==> src/core/ccms_pkg.sv <==
package ccms_pkg;

  // clock modes
  typedef enum logic [1:0] {
    CCMS_MODE_BUS,
    CCMS_MODE_SYNC,
    CCMS_MODE_ASYNC
  } ccms_mode_e;

  // external memory access kinds
  typedef enum logic [1:0] {
    CCMS_ACC_BUF_WRITE,
    CCMS_ACC_NONBUF_WRITE,
    CCMS_ACC_LINEFILL,
    CCMS_ACC_NC_READ
  } ccms_access_e;

  // source select encoding
  localparam logic       CCMS_SRC_BUS    = 1'h0;
  localparam logic       CCMS_SRC_FAST   = 1'h1;

  // reset values
  localparam ccms_mode_e CCMS_MODE_RESET = CCMS_MODE_BUS;
  localparam logic       CCMS_SRC_RESET  = CCMS_SRC_BUS;
  localparam logic       CCMS_CLK_RESET  = 1'h0;

endpackage : ccms_pkg

==> src/core/ccms_core_clock_mode_select.sv <==
// Function
// - core clock from bus or fast input
// - selected core clock driven on output pin
// - fully static, clocks may stop indefinitely
// - bus-clocked mode uses bus clock only
// - reset selects bus-clocked mode
// - in sync and async modes, fast clock runs core outside bus accesses
// - buffered writes stay fast, others go bus
// - sync switch costs up to one phase
// - async switch costs up to one cycle
`timescale 1ns/100ps
`default_nettype none

module ccms_core_clock_mode_select (
  // system
  input  wire  logic                  CLK,
  input  wire  logic                  RESET,
  // clock sources, sampled as levels
  input  wire  logic                  BUS_CLOCK_IN,
  input  wire  logic                  FAST_CLOCK_IN,
  // control register mode bits
  input  wire  logic                  NOT_BUS_CLOCKED_BIT,
  input  wire  logic                  ASYNC_SELECT_BIT,
  // external memory access in progress
  input  wire  logic                  ACCESS_ACTIVE,
  input  wire  ccms_pkg::ccms_access_e ACCESS_KIND,
  // core clock
  output logic                        CORE_CLOCK,
  output logic                        CORE_CLOCK_OUT,
  // status
  output logic                        CORE_ON_FAST,
  output logic                        SWITCHING,
  output ccms_pkg::ccms_mode_e        MODE
);
  import ccms_pkg::*;

  typedef enum logic [1:0] {
    CCMS_ST_RUN,
    CCMS_ST_DRAIN,
    CCMS_ST_SYNC
  } ccms_state_e;

  ccms_state_e state_r;
  ccms_state_e state_nxt;
  ccms_mode_e  mode_r;
  ccms_mode_e  mode_nxt;
  logic        src_r;
  logic        target;
  logic        bus_access;
  logic        src_level;
  logic        dst_level;
  logic        dst_prev;
  logic        bus_prev_r;
  logic        fast_prev_r;
  logic        core_r;
  logic        core_nxt;
  logic        dst_ready;

  // mode decode from control bits
  always_comb begin
    if (!NOT_BUS_CLOCKED_BIT) begin
      mode_nxt = CCMS_MODE_BUS;
    end else if (!ASYNC_SELECT_BIT) begin
      mode_nxt = CCMS_MODE_SYNC;
    end else begin
      mode_nxt = CCMS_MODE_ASYNC;
    end
  end

  // mode register, bus-clocked out of reset
  always_ff @(posedge CLK) begin
    if (RESET) begin
      mode_r <= CCMS_MODE_RESET;
    end else begin
      mode_r <= mode_nxt;
    end
  end

  // buffered writes never leave the fast clock
  assign bus_access = ACCESS_ACTIVE && (ACCESS_KIND != CCMS_ACC_BUF_WRITE);

  // wanted source
  always_comb begin
    if (mode_r == CCMS_MODE_BUS) begin
      target = CCMS_SRC_BUS;
    end else if (bus_access) begin
      target = CCMS_SRC_BUS;
    end else begin
      target = CCMS_SRC_FAST;
    end
  end

  assign src_level = (src_r == CCMS_SRC_FAST) ? FAST_CLOCK_IN : BUS_CLOCK_IN;
  assign dst_level = (src_r == CCMS_SRC_FAST) ? BUS_CLOCK_IN : FAST_CLOCK_IN;
  assign dst_prev  = (src_r == CCMS_SRC_FAST) ? bus_prev_r : fast_prev_r;

  // sync: wait for the destination low phase, at most one phase
  // async: wait for a falling edge, at most one full cycle,
  // since the unrelated destination phase cannot be trusted
  always_comb begin
    if (mode_r == CCMS_MODE_ASYNC) begin
      dst_ready = dst_prev && !dst_level;
    end else begin
      dst_ready = !dst_level;
    end
  end

  // previous source levels for edge detection
  always_ff @(posedge CLK) begin
    if (RESET) begin
      bus_prev_r  <= CCMS_CLK_RESET;
      fast_prev_r <= CCMS_CLK_RESET;
    end else begin
      bus_prev_r  <= BUS_CLOCK_IN;
      fast_prev_r <= FAST_CLOCK_IN;
    end
  end

  // switch sequencer; no timeout, so stopped clocks simply hold state
  always_comb begin
    state_nxt = state_r;
    core_nxt  = src_level;
    case (state_r)
      CCMS_ST_RUN: begin
        if (target != src_r) begin
          state_nxt = CCMS_ST_DRAIN;
        end
      end
      CCMS_ST_DRAIN: begin
        // only cut the outgoing clock while it is low
        if (!src_level) begin
          state_nxt = CCMS_ST_SYNC;
          core_nxt  = 1'h0;
        end
      end
      CCMS_ST_SYNC: begin
        core_nxt = 1'h0;
        if (target == src_r) begin
          state_nxt = CCMS_ST_RUN;
        end else if (dst_ready) begin
          state_nxt = CCMS_ST_RUN;
        end
      end
      default: begin
        state_nxt = CCMS_ST_RUN;
        core_nxt  = 1'h0;
      end
    endcase
  end

  always_ff @(posedge CLK) begin
    if (RESET) begin
      state_r <= CCMS_ST_RUN;
    end else begin
      state_r <= state_nxt;
    end
  end

  // source select changes only while the output is held low
  always_ff @(posedge CLK) begin
    if (RESET) begin
      src_r <= CCMS_SRC_RESET;
    end else if (state_r == CCMS_ST_SYNC && target != src_r && dst_ready) begin
      src_r <= target;
    end
  end

  // core clock register
  always_ff @(posedge CLK) begin
    if (RESET) begin
      core_r <= CCMS_CLK_RESET;
    end else begin
      core_r <= core_nxt;
    end
  end

  // core clock output, low through a switch
  always_ff @(posedge CLK) begin
    if (RESET) begin
      CORE_CLOCK <= CCMS_CLK_RESET;
    end else begin
      CORE_CLOCK <= core_r;
    end
  end

  // observable copy, same register stage so both stay aligned
  always_ff @(posedge CLK) begin
    if (RESET) begin
      CORE_CLOCK_OUT <= CCMS_CLK_RESET;
    end else begin
      CORE_CLOCK_OUT <= core_r;
    end
  end

  // source status
  always_ff @(posedge CLK) begin
    if (RESET) begin
      CORE_ON_FAST <= CCMS_SRC_RESET;
    end else begin
      CORE_ON_FAST <= src_r;
    end
  end

  // switch in progress
  always_ff @(posedge CLK) begin
    if (RESET) begin
      SWITCHING <= 1'h0;
    end else begin
      SWITCHING <= (state_r != CCMS_ST_RUN);
    end
  end

  // decoded mode
  always_ff @(posedge CLK) begin
    if (RESET) begin
      MODE <= CCMS_MODE_RESET;
    end else begin
      MODE <= mode_r;
    end
  end

endmodule : ccms_core_clock_mode_select

`default_nettype wire

==> config.mk <==
export PLATFORM = sky130hd
export DESIGN_NAME = ccms_core_clock_mode_select
export DESIGN_NICKNAME = d
export VERILOG_FILES = /design/src/core/ccms_pkg.sv /design/src/core/ccms_core_clock_mode_select.sv
export SDC_FILE = /design/constraint.sdc
export NUM_CORES = 1
export LEC_CHECK = 0
export BUFFER_PORTS_ARGS = -buffer_cell sky130_fd_sc_hd__buf_4
export CAP_MARGIN = 20
export CORE_AREA = 5 5 42 44
export DETAILED_ROUTE_END_ITERATION = 8
export DIE_AREA = 0 0 47 49
export HOLD_SLACK_MARGIN = 0.15
export PLACE_DENSITY = 0.65
export SLEW_MARGIN = 20
export SYNTH_ARGS = -nofsm -noshare
export SYNTH_HDL_FRONTEND = slang
export SYNTH_SLANG_ARGS = --single-unit
==> constraint.sdc <==
create_clock -name CLK -period 4.4 [get_ports CLK]
set_input_delay 0.22 -clock CLK [delete_from_list [all_inputs] [get_ports CLK]]
set_output_delay 0.22 -clock CLK [all_outputs]
set_load 0.005 [all_outputs]
# [After elaboration in Yosys (flattened, before gate mapping)]
# Cells that the tools add are included.
[word_totals] reg_bits=13 in_bits=9 wordCells=44
[classes] eq_ne=8 mux=14 n_bitwise=1 n_reduce_logical=11
[ops] op="two-way mux 2 bit" n=5
[ops] op="two-way mux 1 bit" n=7
[ops] op="case mux 2 bit (3 select lines)" n=1
[ops] op="== test 2 bit (second input constant)" n=2
[ops] op="logical AND 1 bit" n=4
[ops] op="logical NOT 2 bit" n=2
[ops] op="inequality test 2 bit (second input constant)" n=2
[ops] op="nonzero test 2 bit" n=2
[ops] op="inequality test 3 bit (second input constant)" n=1
[ops] op="AND reduction 3 bit" n=1
[ops] op="== test 2 x 1 -> 1 bit (second input constant)" n=1
[ops] op="case mux 1 bit (2 select lines)" n=1
[ops] op="OR reduction 2 bit" n=1
[ops] op="== test 1 bit" n=1
[ops] op="logical NOT 1 bit" n=1
[ops] op="inequality test 1 bit" n=1
[ops] op="inverter 1 bit" n=1

# [Longest topological paths before layout]
# Gate-level depths: netlist of the first run.
[depth] ltp_word=7 ltp_mapped=5

# [Worst setup path before layout of the first run]
# OpenSTA, ideal clock, no wires.
[synth_path] kind="reg2reg" from="register src_r" to="register state_r[1]" setup_ps=68 arrival_ps=1319 setup_slack_ps=3014 stages_incl_launch_ff=6 path_buffers=1 cell_sequence="dfxtp_1 > buf_6 > or3b_1 > o211ai_2 > or3b_1 > a21oi_2"
[synth_via] elab_chain_len=6
[synth_rtl] element="from (decl)" line="ccms_core_clock_mode_select.sv:47" source="logic src_r;"
[synth_rtl] element="from (signal assigned)" line="ccms_core_clock_mode_select.sv:164" source="src_r <= target;"
[synth_rtl] element="two-way mux 1 bit" line="ccms_core_clock_mode_select.sv:94" source="assign dst_level = (src_r == CCMS_SRC_FAST) ? BUS_CLOCK_IN : FAST_CLOCK_IN;"
[synth_rtl] element="logical NOT 1 bit" line="ccms_core_clock_mode_select.sv:102, ccms_core_clock_mode_select.sv:104"
[synth_rtl] element="logical AND 1 bit" line="ccms_core_clock_mode_select.sv:102" source="dst_ready = dst_prev && !dst_level;"
[synth_rtl] element="two-way mux 1 bit" line="ccms_core_clock_mode_select.sv:101" source="if (mode_r == CCMS_MODE_ASYNC) begin"
[synth_rtl] element="inequality test 3 bit (no source line)"
[synth_rtl] element="AND reduction 3 bit (no source line)"
[synth_rtl] element="to (signal assigned)" line="ccms_core_clock_mode_select.sv:155" source="state_r <= state_nxt;"
[synth_rtl] element="to (decl)" line="ccms_core_clock_mode_select.sv:43" source="ccms_state_e state_r;"
# Several ways; a longest one is shown, not always the timed one.
# A chain may end at the register's enable or synchronous reset.

# [Final worst setup path of the first run]
# Same ends and word-level chain as after synthesis.

==> reports/metrics.yaml, run 1 <==
coreArea_mm2: 0.00140
holdPathStages: 2
hold_end: "bus_prev_r"
path_class: "reg -> reg"
globalRouteTotalUtil: 0.103
syn-num-nets: 57
tns_ns: 0
r2r_end: "state_r[1]"
ir_worst_vdd_mv: 0.189
grt_max_degree: 14
cts_sinks: 13
skew_ns: 0.00307
power.total_w: 0.000217
drt_iter0_drc: 4
synth_seq_cells: 13
drc: 0
arrival_ns: 1.73
cts_max_level: 1
yosysWarnings: 0
hold_start: "BUS_CLOCK_IN"
cts_buffers: 3
worstReg2RegStart: "src_r"
path_buf_inv: 0
synth_area_leader_cell: "dfxtp_1"
period_needed_ns: 1.52
hpwl_um: 681
dieArea_mm2: 0.00230
relSlewSlack: 0.799
via_per_inst: 4.94
reg_top3: "MODE x2, mode_r x2, state_r x2"
p_per_area_mw_per_mm2: 333
wire_per_inst_um: 11.1
cp.required_ns: 4.61
antenna_cells: 0
cp_max_fo: 8
cts_tree: "yes"
cp-start-kind: "register"
finalCritPeriodShare: 0.345
io_pins: 15
r2r_cells: 4
fp-row-count: 14
endpoint_kind: "register"
ant_nets: 0
antenna_found_initial: 0
path_clk_slew_ns: 0.07
drv_cap: 0
synth.avg_cell_area_um2: 10.7
max_stage_delay_ns: 0.48
slowest_stage: "dfxtp_1"
syn-cell-area_um2: 514
crit_family: "simple AND/OR/NAND/NOR gates"
initial_core_util: 0.367
regArea_um2: 260
holdWs_ns: 0.194
finalHoldViolCount: 0
synthDistinctLibCells: 22
drt-total-wl_um: 888
slew_violations: 0
max_slew.worst_pin.slew_ns: 0.293
netlist.area_leader.share: 0.506
syn_to_final_growth_pct: 27.0
cts_max_path_buffers: 2
finalSetupViolCount: 0
cp_common_cell: "or3b_1"
drive_above_1_share: 0.328
grt-ovfl-total: 0
rsz0062_at_grt: "false"
grt_pass1_wl_um: 1700
r2r_slack_ns: 2.88
crit_start: "src_r"
portBuffers: 14
first_pass_iters: 4
vias: 395
n_fill_cell: 132
status: "complete, no violations"
clock_latency_ns: 0.27
synthTopCellsByArea: "dfxtp_1, nor2b_1, mux2i_1"
layout.nets: 74
seq_area_frac_synth: 0.506
grt_pass1_vias: 438
die_y_um: 49
place_congestion: 0.702
multi_input_area_um2: 231
fmax_mhz: 658
synth_cells: 48
die_w_um: 47
hp-class: "in -> reg"
p_leak_nw: 0.261
cts-resized-gates: 0
worstPathCellList: "or3b_1, o211ai_2, or3b_1, a21oi_2"
root_buffer: "clkbuf_4"
metal layers:
| metal | wire length, um | global-route usage | up-vias |
|---|---|---|---|
| met5 | 0 | 0 | - |
| met4 | 0 | 0.0553 | 0 |
| met3 | 68 | 0.0443 | 0 |
| met2 | 459 | 0.163 | 11 |
| met1 | 361 | 0.109 | 184 |
| li1 | - | - | 200 |
worst max path at each step:
stage,endpoint,cells after the start,slack [ns]
final,state_r[1],4,2.88
after global routing,src_r,4,2.74
after CTS,state_r[1],4,2.88
after detailed placement,state_r[1],4,2.88
after global placement,state_r[1],4,2.91
after floorplan,state_r[1],5,3.01
Yosys cell counts, drive strengths merged:
cell and instances:
a2111oi 1, a211oi 1, a21oi 2, and3b 1
buf 3, dfxtp 13, mux2 1, mux2i 3
nand2b 1, nand3b 1, nor2 6, nor2b 7
nor3 1, nor3b 1, o211ai 2, o21a 1
o21bai 1, or3b 2
metrics by stage:
step | worst slack, ns | instance area (um^2) | std cells | utilization
3_5_place_dp | 2.88 | 617 | 75 | 0.440
2_1_floorplan | 3.01 | 514 | 48 | -
5_1_grt | 2.74 | 653 | 80 | 0.466
3_3_place_gp | 2.91 | 617 | 75 | 0.440
4_1_cts | 2.88 | 653 | 80 | 0.466
6_report | 2.88 | 653 | 80 | 0.466
cells in the final DEF (no fill, tap or decap), drive strengths merged, types with 2 or more instances in the layout:
| cell | n |
|---|---|
| clkbuf | 4 |
| o211ai | 2 |
| nor2b | 7 |
| nor2 | 6 |
| a21oi | 2 |
| buf | 14 |
| or3b | 2 |
| dfxtp | 13 |
| mux2i | 3 |
power by group:
part	leakage [nW]	internal [W]	total, W	switching [W]
Clock	0.0150	0.0000351	0.0000697	0.0000346
Sequential	0.106	0.000122	0.000125	0.00000291
Combinational	0.139	0.0000131	0.0000223	0.00000915
Total	0.261	0.000170	0.000217	0.0000467
final cells by class:
type                    count  area share
clock buffers               4      0.0402
repair buffers             15       0.176
multi-input cells          32       0.354
flip-flops and latches     13       0.398
well taps                  16      0.0307
cells by family after synthesis:
group           after synthesis  share of synthesized area
buf+inv                       3                     0.0438
simple gates                 20                      0.231
compound gates                8                      0.139
flops                        13                      0.506
mux                           4                     0.0803
what timing repair did:
action                                 in CTS  in global routing
endpoints found under the hold margin       1                  0
hold buffers                                1                  0
setup buffers                               0                  0
Note: power is estimated with default switching activity, not from simulation.
==> run 2: changes to the inputs <==
- clock period: 4.4 -> 1.4 ns (I/O delays scaled with it)
==> run 2 against run 1 <==
Against the previous run:
- cell area is 18% higher
- worst setup slack worse by 2.9 ns
- clock power grew to 3.2 times the previous value
- final cell count grew 13%
- clock-buffer cell count stayed put
- largest power group unchanged
==> reports/metrics.yaml, run 2 (synthesis gave the netlist of run 1 again) <==
ant_nets: 0  # unchanged
die_y_um: 49  # unchanged
combinationalPowerShare: 0.126  # was 0.103
finalCritPeriodShare: 0.991  # was 0.345
seqPwrFrac: 0.558  # was 0.576
final_common_cell: "buf_4"  # unchanged
drt-total-wl_um: 915  # was 888 um
portBuffers: 14  # unchanged
worstReg2RegStart: "src_r"  # unchanged
cp-start-kind: "register"  # unchanged
p_int_w: 0.000552  # was 0.000170 W
post_cts_buffers: 0  # unchanged
layout.nets: 84  # was 74
cts_sinks: 13  # unchanged
p_leak_nw: 0.319  # was 0.261 nW
fp-row-count: 14  # unchanged
cts_buffers: 3  # unchanged
endpoint_kind: "register"  # unchanged
p_sw_w: 0.000155  # was 0.0000467 W
syn_to_final_growth_pct: 49.9  # was 27.0%
grt_max_degree: 14  # unchanged
period_needed_ns: 1.39  # was 1.52 ns
clock_latency_ns: 0.27  # about the same
root_buffer: "clkbuf_4"  # unchanged
r2r_cells: 4  # unchanged
wire_per_inst_um: 10.2  # was 11.1 um
globalRouteTotalUtil: 0.106  # was 0.103
cp.required_ns: 1.61  # was 4.61 ns
hp-class: "in -> reg"  # unchanged
cp_max_fo: 4  # was 8
die_w_um: 47  # unchanged
cts_tree: "yes"  # unchanged
crit_start: "src_r"  # unchanged
n_fill_cell: 137  # was 132
multi_input_area_um2: 254  # was 231 um^2
p_per_area_mw_per_mm2: 917  # was 333 mW/mm^2
antenna_cells: 0  # unchanged
holdPathStages: 5  # was 2
clockPowerShare: 0.316  # was 0.321
most-common-layout-cells: "buf_4, dfxtp_1, dlygate4sd3_1, nor2b_1, nor2_1"  # was buf_4, dfxtp_1, nor2b_1, nor2_1
rsz0062_at_grt: "true"  # was false
power.total_w: 0.000707  # was 0.000217 W
ir_worst_vdd_mv: 0.521  # was 0.189 mV
cts_max_level: 1  # unchanged
grt_pass1_vias: 466  # was 438
status: "complete, no violations"  # unchanged
slew_violations: 0  # unchanged
drv_cap: 0  # unchanged
vias: 422  # was 395
fmax_mhz: 721  # was 658 MHz
place_congestion: 0.696  # was 0.702
grt_pass1_wl_um: 1790  # was 1700 um
cts_max_path_buffers: 2  # unchanged
drive_above_1_share: 0.405  # was 0.328
grt-ovfl-total: 0  # unchanged
via_per_inst: 4.69  # was 4.94
skew_ns: 0.00352  # was 0.00307 ns
finalHoldViolCount: 0  # unchanged
tns_ns: 0  # unchanged
io_pins: 15  # unchanged
reg_top3: "MODE x2, mode_r x2, state_r x2"  # unchanged
hpwl_um: 665  # was 681 um
relSlewSlack: 0.779  # was 0.799
first_pass_iters: 3  # was 4
path_class: "reg -> reg"  # unchanged
drt_iter0_drc: 8  # was 4
finalSetupViolCount: 0  # unchanged
path_clk_slew_ns: 0.08  # was 0.07 ns
switching_share: 0.219  # was 0.215
antenna_found_initial: 0  # unchanged
regArea_um2: 263  # was 260 um^2
hold_start: "ACCESS_KIND[0]"  # was BUS_CLOCK_IN
coreArea_mm2: 0.00140  # unchanged
max_slew.worst_pin.slew_ns: 0.322  # was 0.293 ns
dieArea_mm2: 0.00230  # unchanged
arrival_ns: 1.59  # was 1.73 ns
utilization: 0.550  # was 0.466
initial_core_util: 0.367  # unchanged
drc: 0  # unchanged
-- run 2: repair_timing --
| item | CTS | global route |
|---|---|---|
| pin swaps | 0 | 1 |
| endpoints found under the hold margin | 13 | 0 |
| setup endpoints to repair | 1 | 3 |
| resized for setup | 2 | 5 |
| hold buffers | 8 | 0 |
-- run 2: metal layers --
layer	GRT usage	part of all wire
met4	0.0553	0
met1	0.129	0.42
met5	0	0
met3	0.0332	0.054
met2	0.161	0.53
-- run 2: worst max-delay path, stage by stage, from the launching register on --
cell and delay (ns):
dfxtp_2 0.35, or3b_4 0.38, o211ai_2 0.08, or3b_4 0.40
a21oi_2 0.11
-- run 2: power by group through the flow --
stage | sequential (W) | combinational [W] | clock [W]
6_report | 0.000395 | 0.0000891 | 0.000223
5_1_grt | 0.000397 | 0.000100 | 0.000254
4_1_cts | 0.000393 | 0.0000871 | 0.000234
3_5_place_dp | 0.000401 | 0.0000701 | 0
3_3_place_gp | 0.000401 | 0.0000694 | 0
2_1_floorplan | 0.000401 | 0.0000355 | 0
-- run 2: path summary, 6_finish.rpt --
check / to / slack (ns)
setup reg to reg: state_r[1] / 0.01
hold / removal: src_r / 0.29
hold reg to reg: CORE_CLOCK_OUT / 0.45
setup / recovery: state_r[1] / 0.01
-- run 2: area by class of cell --
| type | count | area share |
|---|---|---|
| sequential | 13 | 0.341 |
| timing repair buffer | 25 | 0.269 |
| multi-input combinational | 32 | 0.330 |
| clock buffer | 4 | 0.0341 |
| tap | 16 | 0.0260 |
-- run 2: stage by stage --
step	instance area, um^2	std cells	setup WS [ns]	hold slack, ns
floorplan	514	48	0.0136	0.142
global placement	639	78	0.00846	0.237
detailed placement	639	78	0.0116	0.242
CTS	748	90	0.00673	0.285
global route	771	90	-0.0429	0.377
finish	771	90	0.0131	0.287
==> run 3: changes to the inputs <==
- PLACE_DENSITY: 0.65 -> 0.68
- clock period: 1.4 -> 1.2 ns (I/O delays scaled with it)
==> run 3 against run 2 <==
Against the previous run:
- the run now ends with setup timing left
- final cell count is 1.1% higher
- wire length is 4.7% higher
- flip-flop and latch count stayed put
- sequential share of layout area is 0.50 points higher
- critical path depth stayed put
- worst hold slack worse by 0.086 ns
- power is 18% higher
- first-iteration DRC count is 38% lower
- via count is 1.4% higher
- combinational power is 25% higher
- largest power group unchanged
- highest routed layer is now met4
==> reports/metrics.yaml, run 3 (synthesis gave the netlist of run 1 again) <==
status: "complete, but fails checks"  # was complete, no violations
violations: "setup timing"
drv_cap: 0  # unchanged
drive_above_1_share: 0.427  # was 0.405
cp_max_fo: 5  # was 4
cts_tree: "yes"  # unchanged
p_leak_nw: 0.322  # was 0.319 nW
cts_sinks: 13  # unchanged
finalSetupViolCount: 3  # was 0
die_y_um: 49  # unchanged
p_per_area_mw_per_mm2: 1100  # was 917 mW/mm^2
met3_length_um: 71  # was 49 um
die_w_um: 47  # unchanged
portBuffers: 14  # unchanged
antenna_found_initial: 0  # unchanged
hpwl_um: 706  # was 665 um
reg_top3: "MODE x2, mode_r x2, state_r x2"  # unchanged
root_buffer: "clkbuf_4"  # unchanged
hold_start: "BUS_CLOCK_IN"  # was ACCESS_KIND[0]
power.total_w: 0.000836  # was 0.000707 W
period_needed_ns: 1.37  # was 1.39 ns
holdWs_ns: 0.200  # was 0.287 ns
grt_pass1_wl_um: 1560  # was 1790 um
syn_to_final_growth_pct: 48.4  # was 49.9%
path_class: "reg -> reg"  # unchanged
grt_pass1_vias: 409  # was 466
layout.nets: 85  # was 84
r2r_end: "state_r[1]"  # unchanged
first_pass_iters: 4  # was 3
relSlewSlack: 0.784  # was 0.779
finalHoldViolCount: 0  # unchanged
setup_ws_ns: -0.170  # was 0.0131 ns
drt_iter0_drc: 5  # was 8
ir_worst_vdd_mv: 0.579  # was 0.521 mV
r2r_cells: 4  # unchanged
path_clk_slew_ns: 0.08  # about the same
most-common-layout-cells: "buf_4, dfxtp_1, nor2b_1, nor2_1, dlygate4sd3_1"  # was buf_4, dfxtp_1, dlygate4sd3_1, nor2b_1, nor2_1
drc: 0  # unchanged
vias: 428  # was 422
wl_met2_um: 507  # was 483 um
grt_max_degree: 14  # unchanged
place_congestion: 0.693  # was 0.696
crit_family: "simple AND/OR/NAND/NOR gates"  # unchanged
hp-class: "in -> reg"  # unchanged
max_slew.worst_pin.slew_ns: 0.315  # was 0.322 ns
clock_latency_ns: 0.28  # was 0.27 ns
cts_max_path_buffers: 2  # unchanged
wl_met1_um: 355  # was 382 um
r2r_slack_ns: -0.17  # was 0.01 ns
io_pins: 15  # unchanged
wire_per_inst_um: 10.5  # was 10.2 um
rsz0062_at_grt: "true"  # unchanged
slowest_stage: "or3b_4"  # unchanged
max_stage_delay_ns: 0.38  # was 0.40 ns
fmax_mhz: 730  # was 721 MHz
slew_violations: 0  # unchanged
dieArea_mm2: 0.00230  # unchanged
cp-start-kind: "register"  # unchanged
path_buf_inv: 0  # unchanged
worstReg2RegStart: "src_r"  # unchanged
antenna_cells: 0  # unchanged
fp-row-count: 14  # unchanged
cts_max_level: 1  # unchanged
via_per_inst: 4.70  # was 4.69
worstPathCellList: "or3b_4, o211ai_2, or3b_1, a21oi_2"  # was or3b_4, o211ai_2, or3b_4, a21oi_2
cp.required_ns: 1.42  # was 1.61 ns
globalRouteTotalUtil: 0.0969  # was 0.106
endpoint_kind: "register"  # unchanged
cts_buffers: 3  # unchanged
arrival_ns: 1.59  # about the same
ant_nets: 0  # unchanged
coreArea_mm2: 0.00140  # unchanged
hold_end: "state_r[1]"  # was src_r
holdPathStages: 4  # was 5
skew_ns: 0.00134  # was 0.00352 ns
finalCritPeriodShare: 1.14  # was 0.991
final_common_cell: "buf_4"  # unchanged
dr.max_layer_used: "met4"  # was met3
n_fill_cell: 133  # was 137
drt-total-wl_um: 958  # was 915 um
initial_core_util: 0.367  # unchanged
grt-ovfl-total: 0  # unchanged
run 3: tightest hold or removal path, stage by stage:
cell	delay, ns
buf_4	0.09
mux2i_1	0.11
nand3b_1	0.13
a21oi_2	0.05
run 3: report_power, final:
group | switching (W) | internal (W)
clock | 0.000143 | 0.000129
combinational | 0.0000424 | 0.0000690
sequential | 0.00000680 | 0.000446
run 3: worst max path at each step:
stage | startpoint | to | slack [ns] | depth (start not counted)
after detailed placement | src_r | state_r[1] | -0.17 | 4
after CTS | src_r | state_r[1] | -0.18 | 4
after global routing | src_r | state_r[1] | -0.25 | 4
after floorplan | src_r | state_r[1] | -0.18 | 5
final | src_r | state_r[1] | -0.17 | 4
after global placement | src_r | state_r[1] | -0.12 | 4
run 3: layout make-up:
class	instances	area, um^2	share of cell area
Sequential cell	13	264	0.346
Multi-Input combinational cell	32	245	0.321
Timing Repair Buffer	26	208	0.272
Clock buffer	4	26.3	0.0344
Tap cell	16	20.0	0.0262
run 3: metal layers:
metal	up-vias	track usage
li1	222	-
met1	190	0.0891
met2	14	0.163
met3	2	0.0258
met4	0	0.0829
met5	-	0
run 3: repair_timing:
item / CTS / global route
buffers inserted: 0 / 1
pin swaps: 0 / 1
hold buffers: 5 / 0
hold endpoints to repair: 13 / 0
endpoints found under the setup margin: 3 / 3
gates resized for setup: 0 / 3
run 3: stage by stage:
step           area [um^2]   util  worst slack [ns]  TNS (ns)  instances
2_1_floorplan          524      -            -0.182    -0.278         48
3_3_place_gp           672  0.479            -0.124    -0.261         81
3_5_place_dp           672  0.479            -0.169    -0.361         81
4_1_cts                748  0.534            -0.179    -0.393         90
5_1_grt                763  0.545            -0.251    -0.659         91
6_report               763  0.545            -0.170    -0.375         91
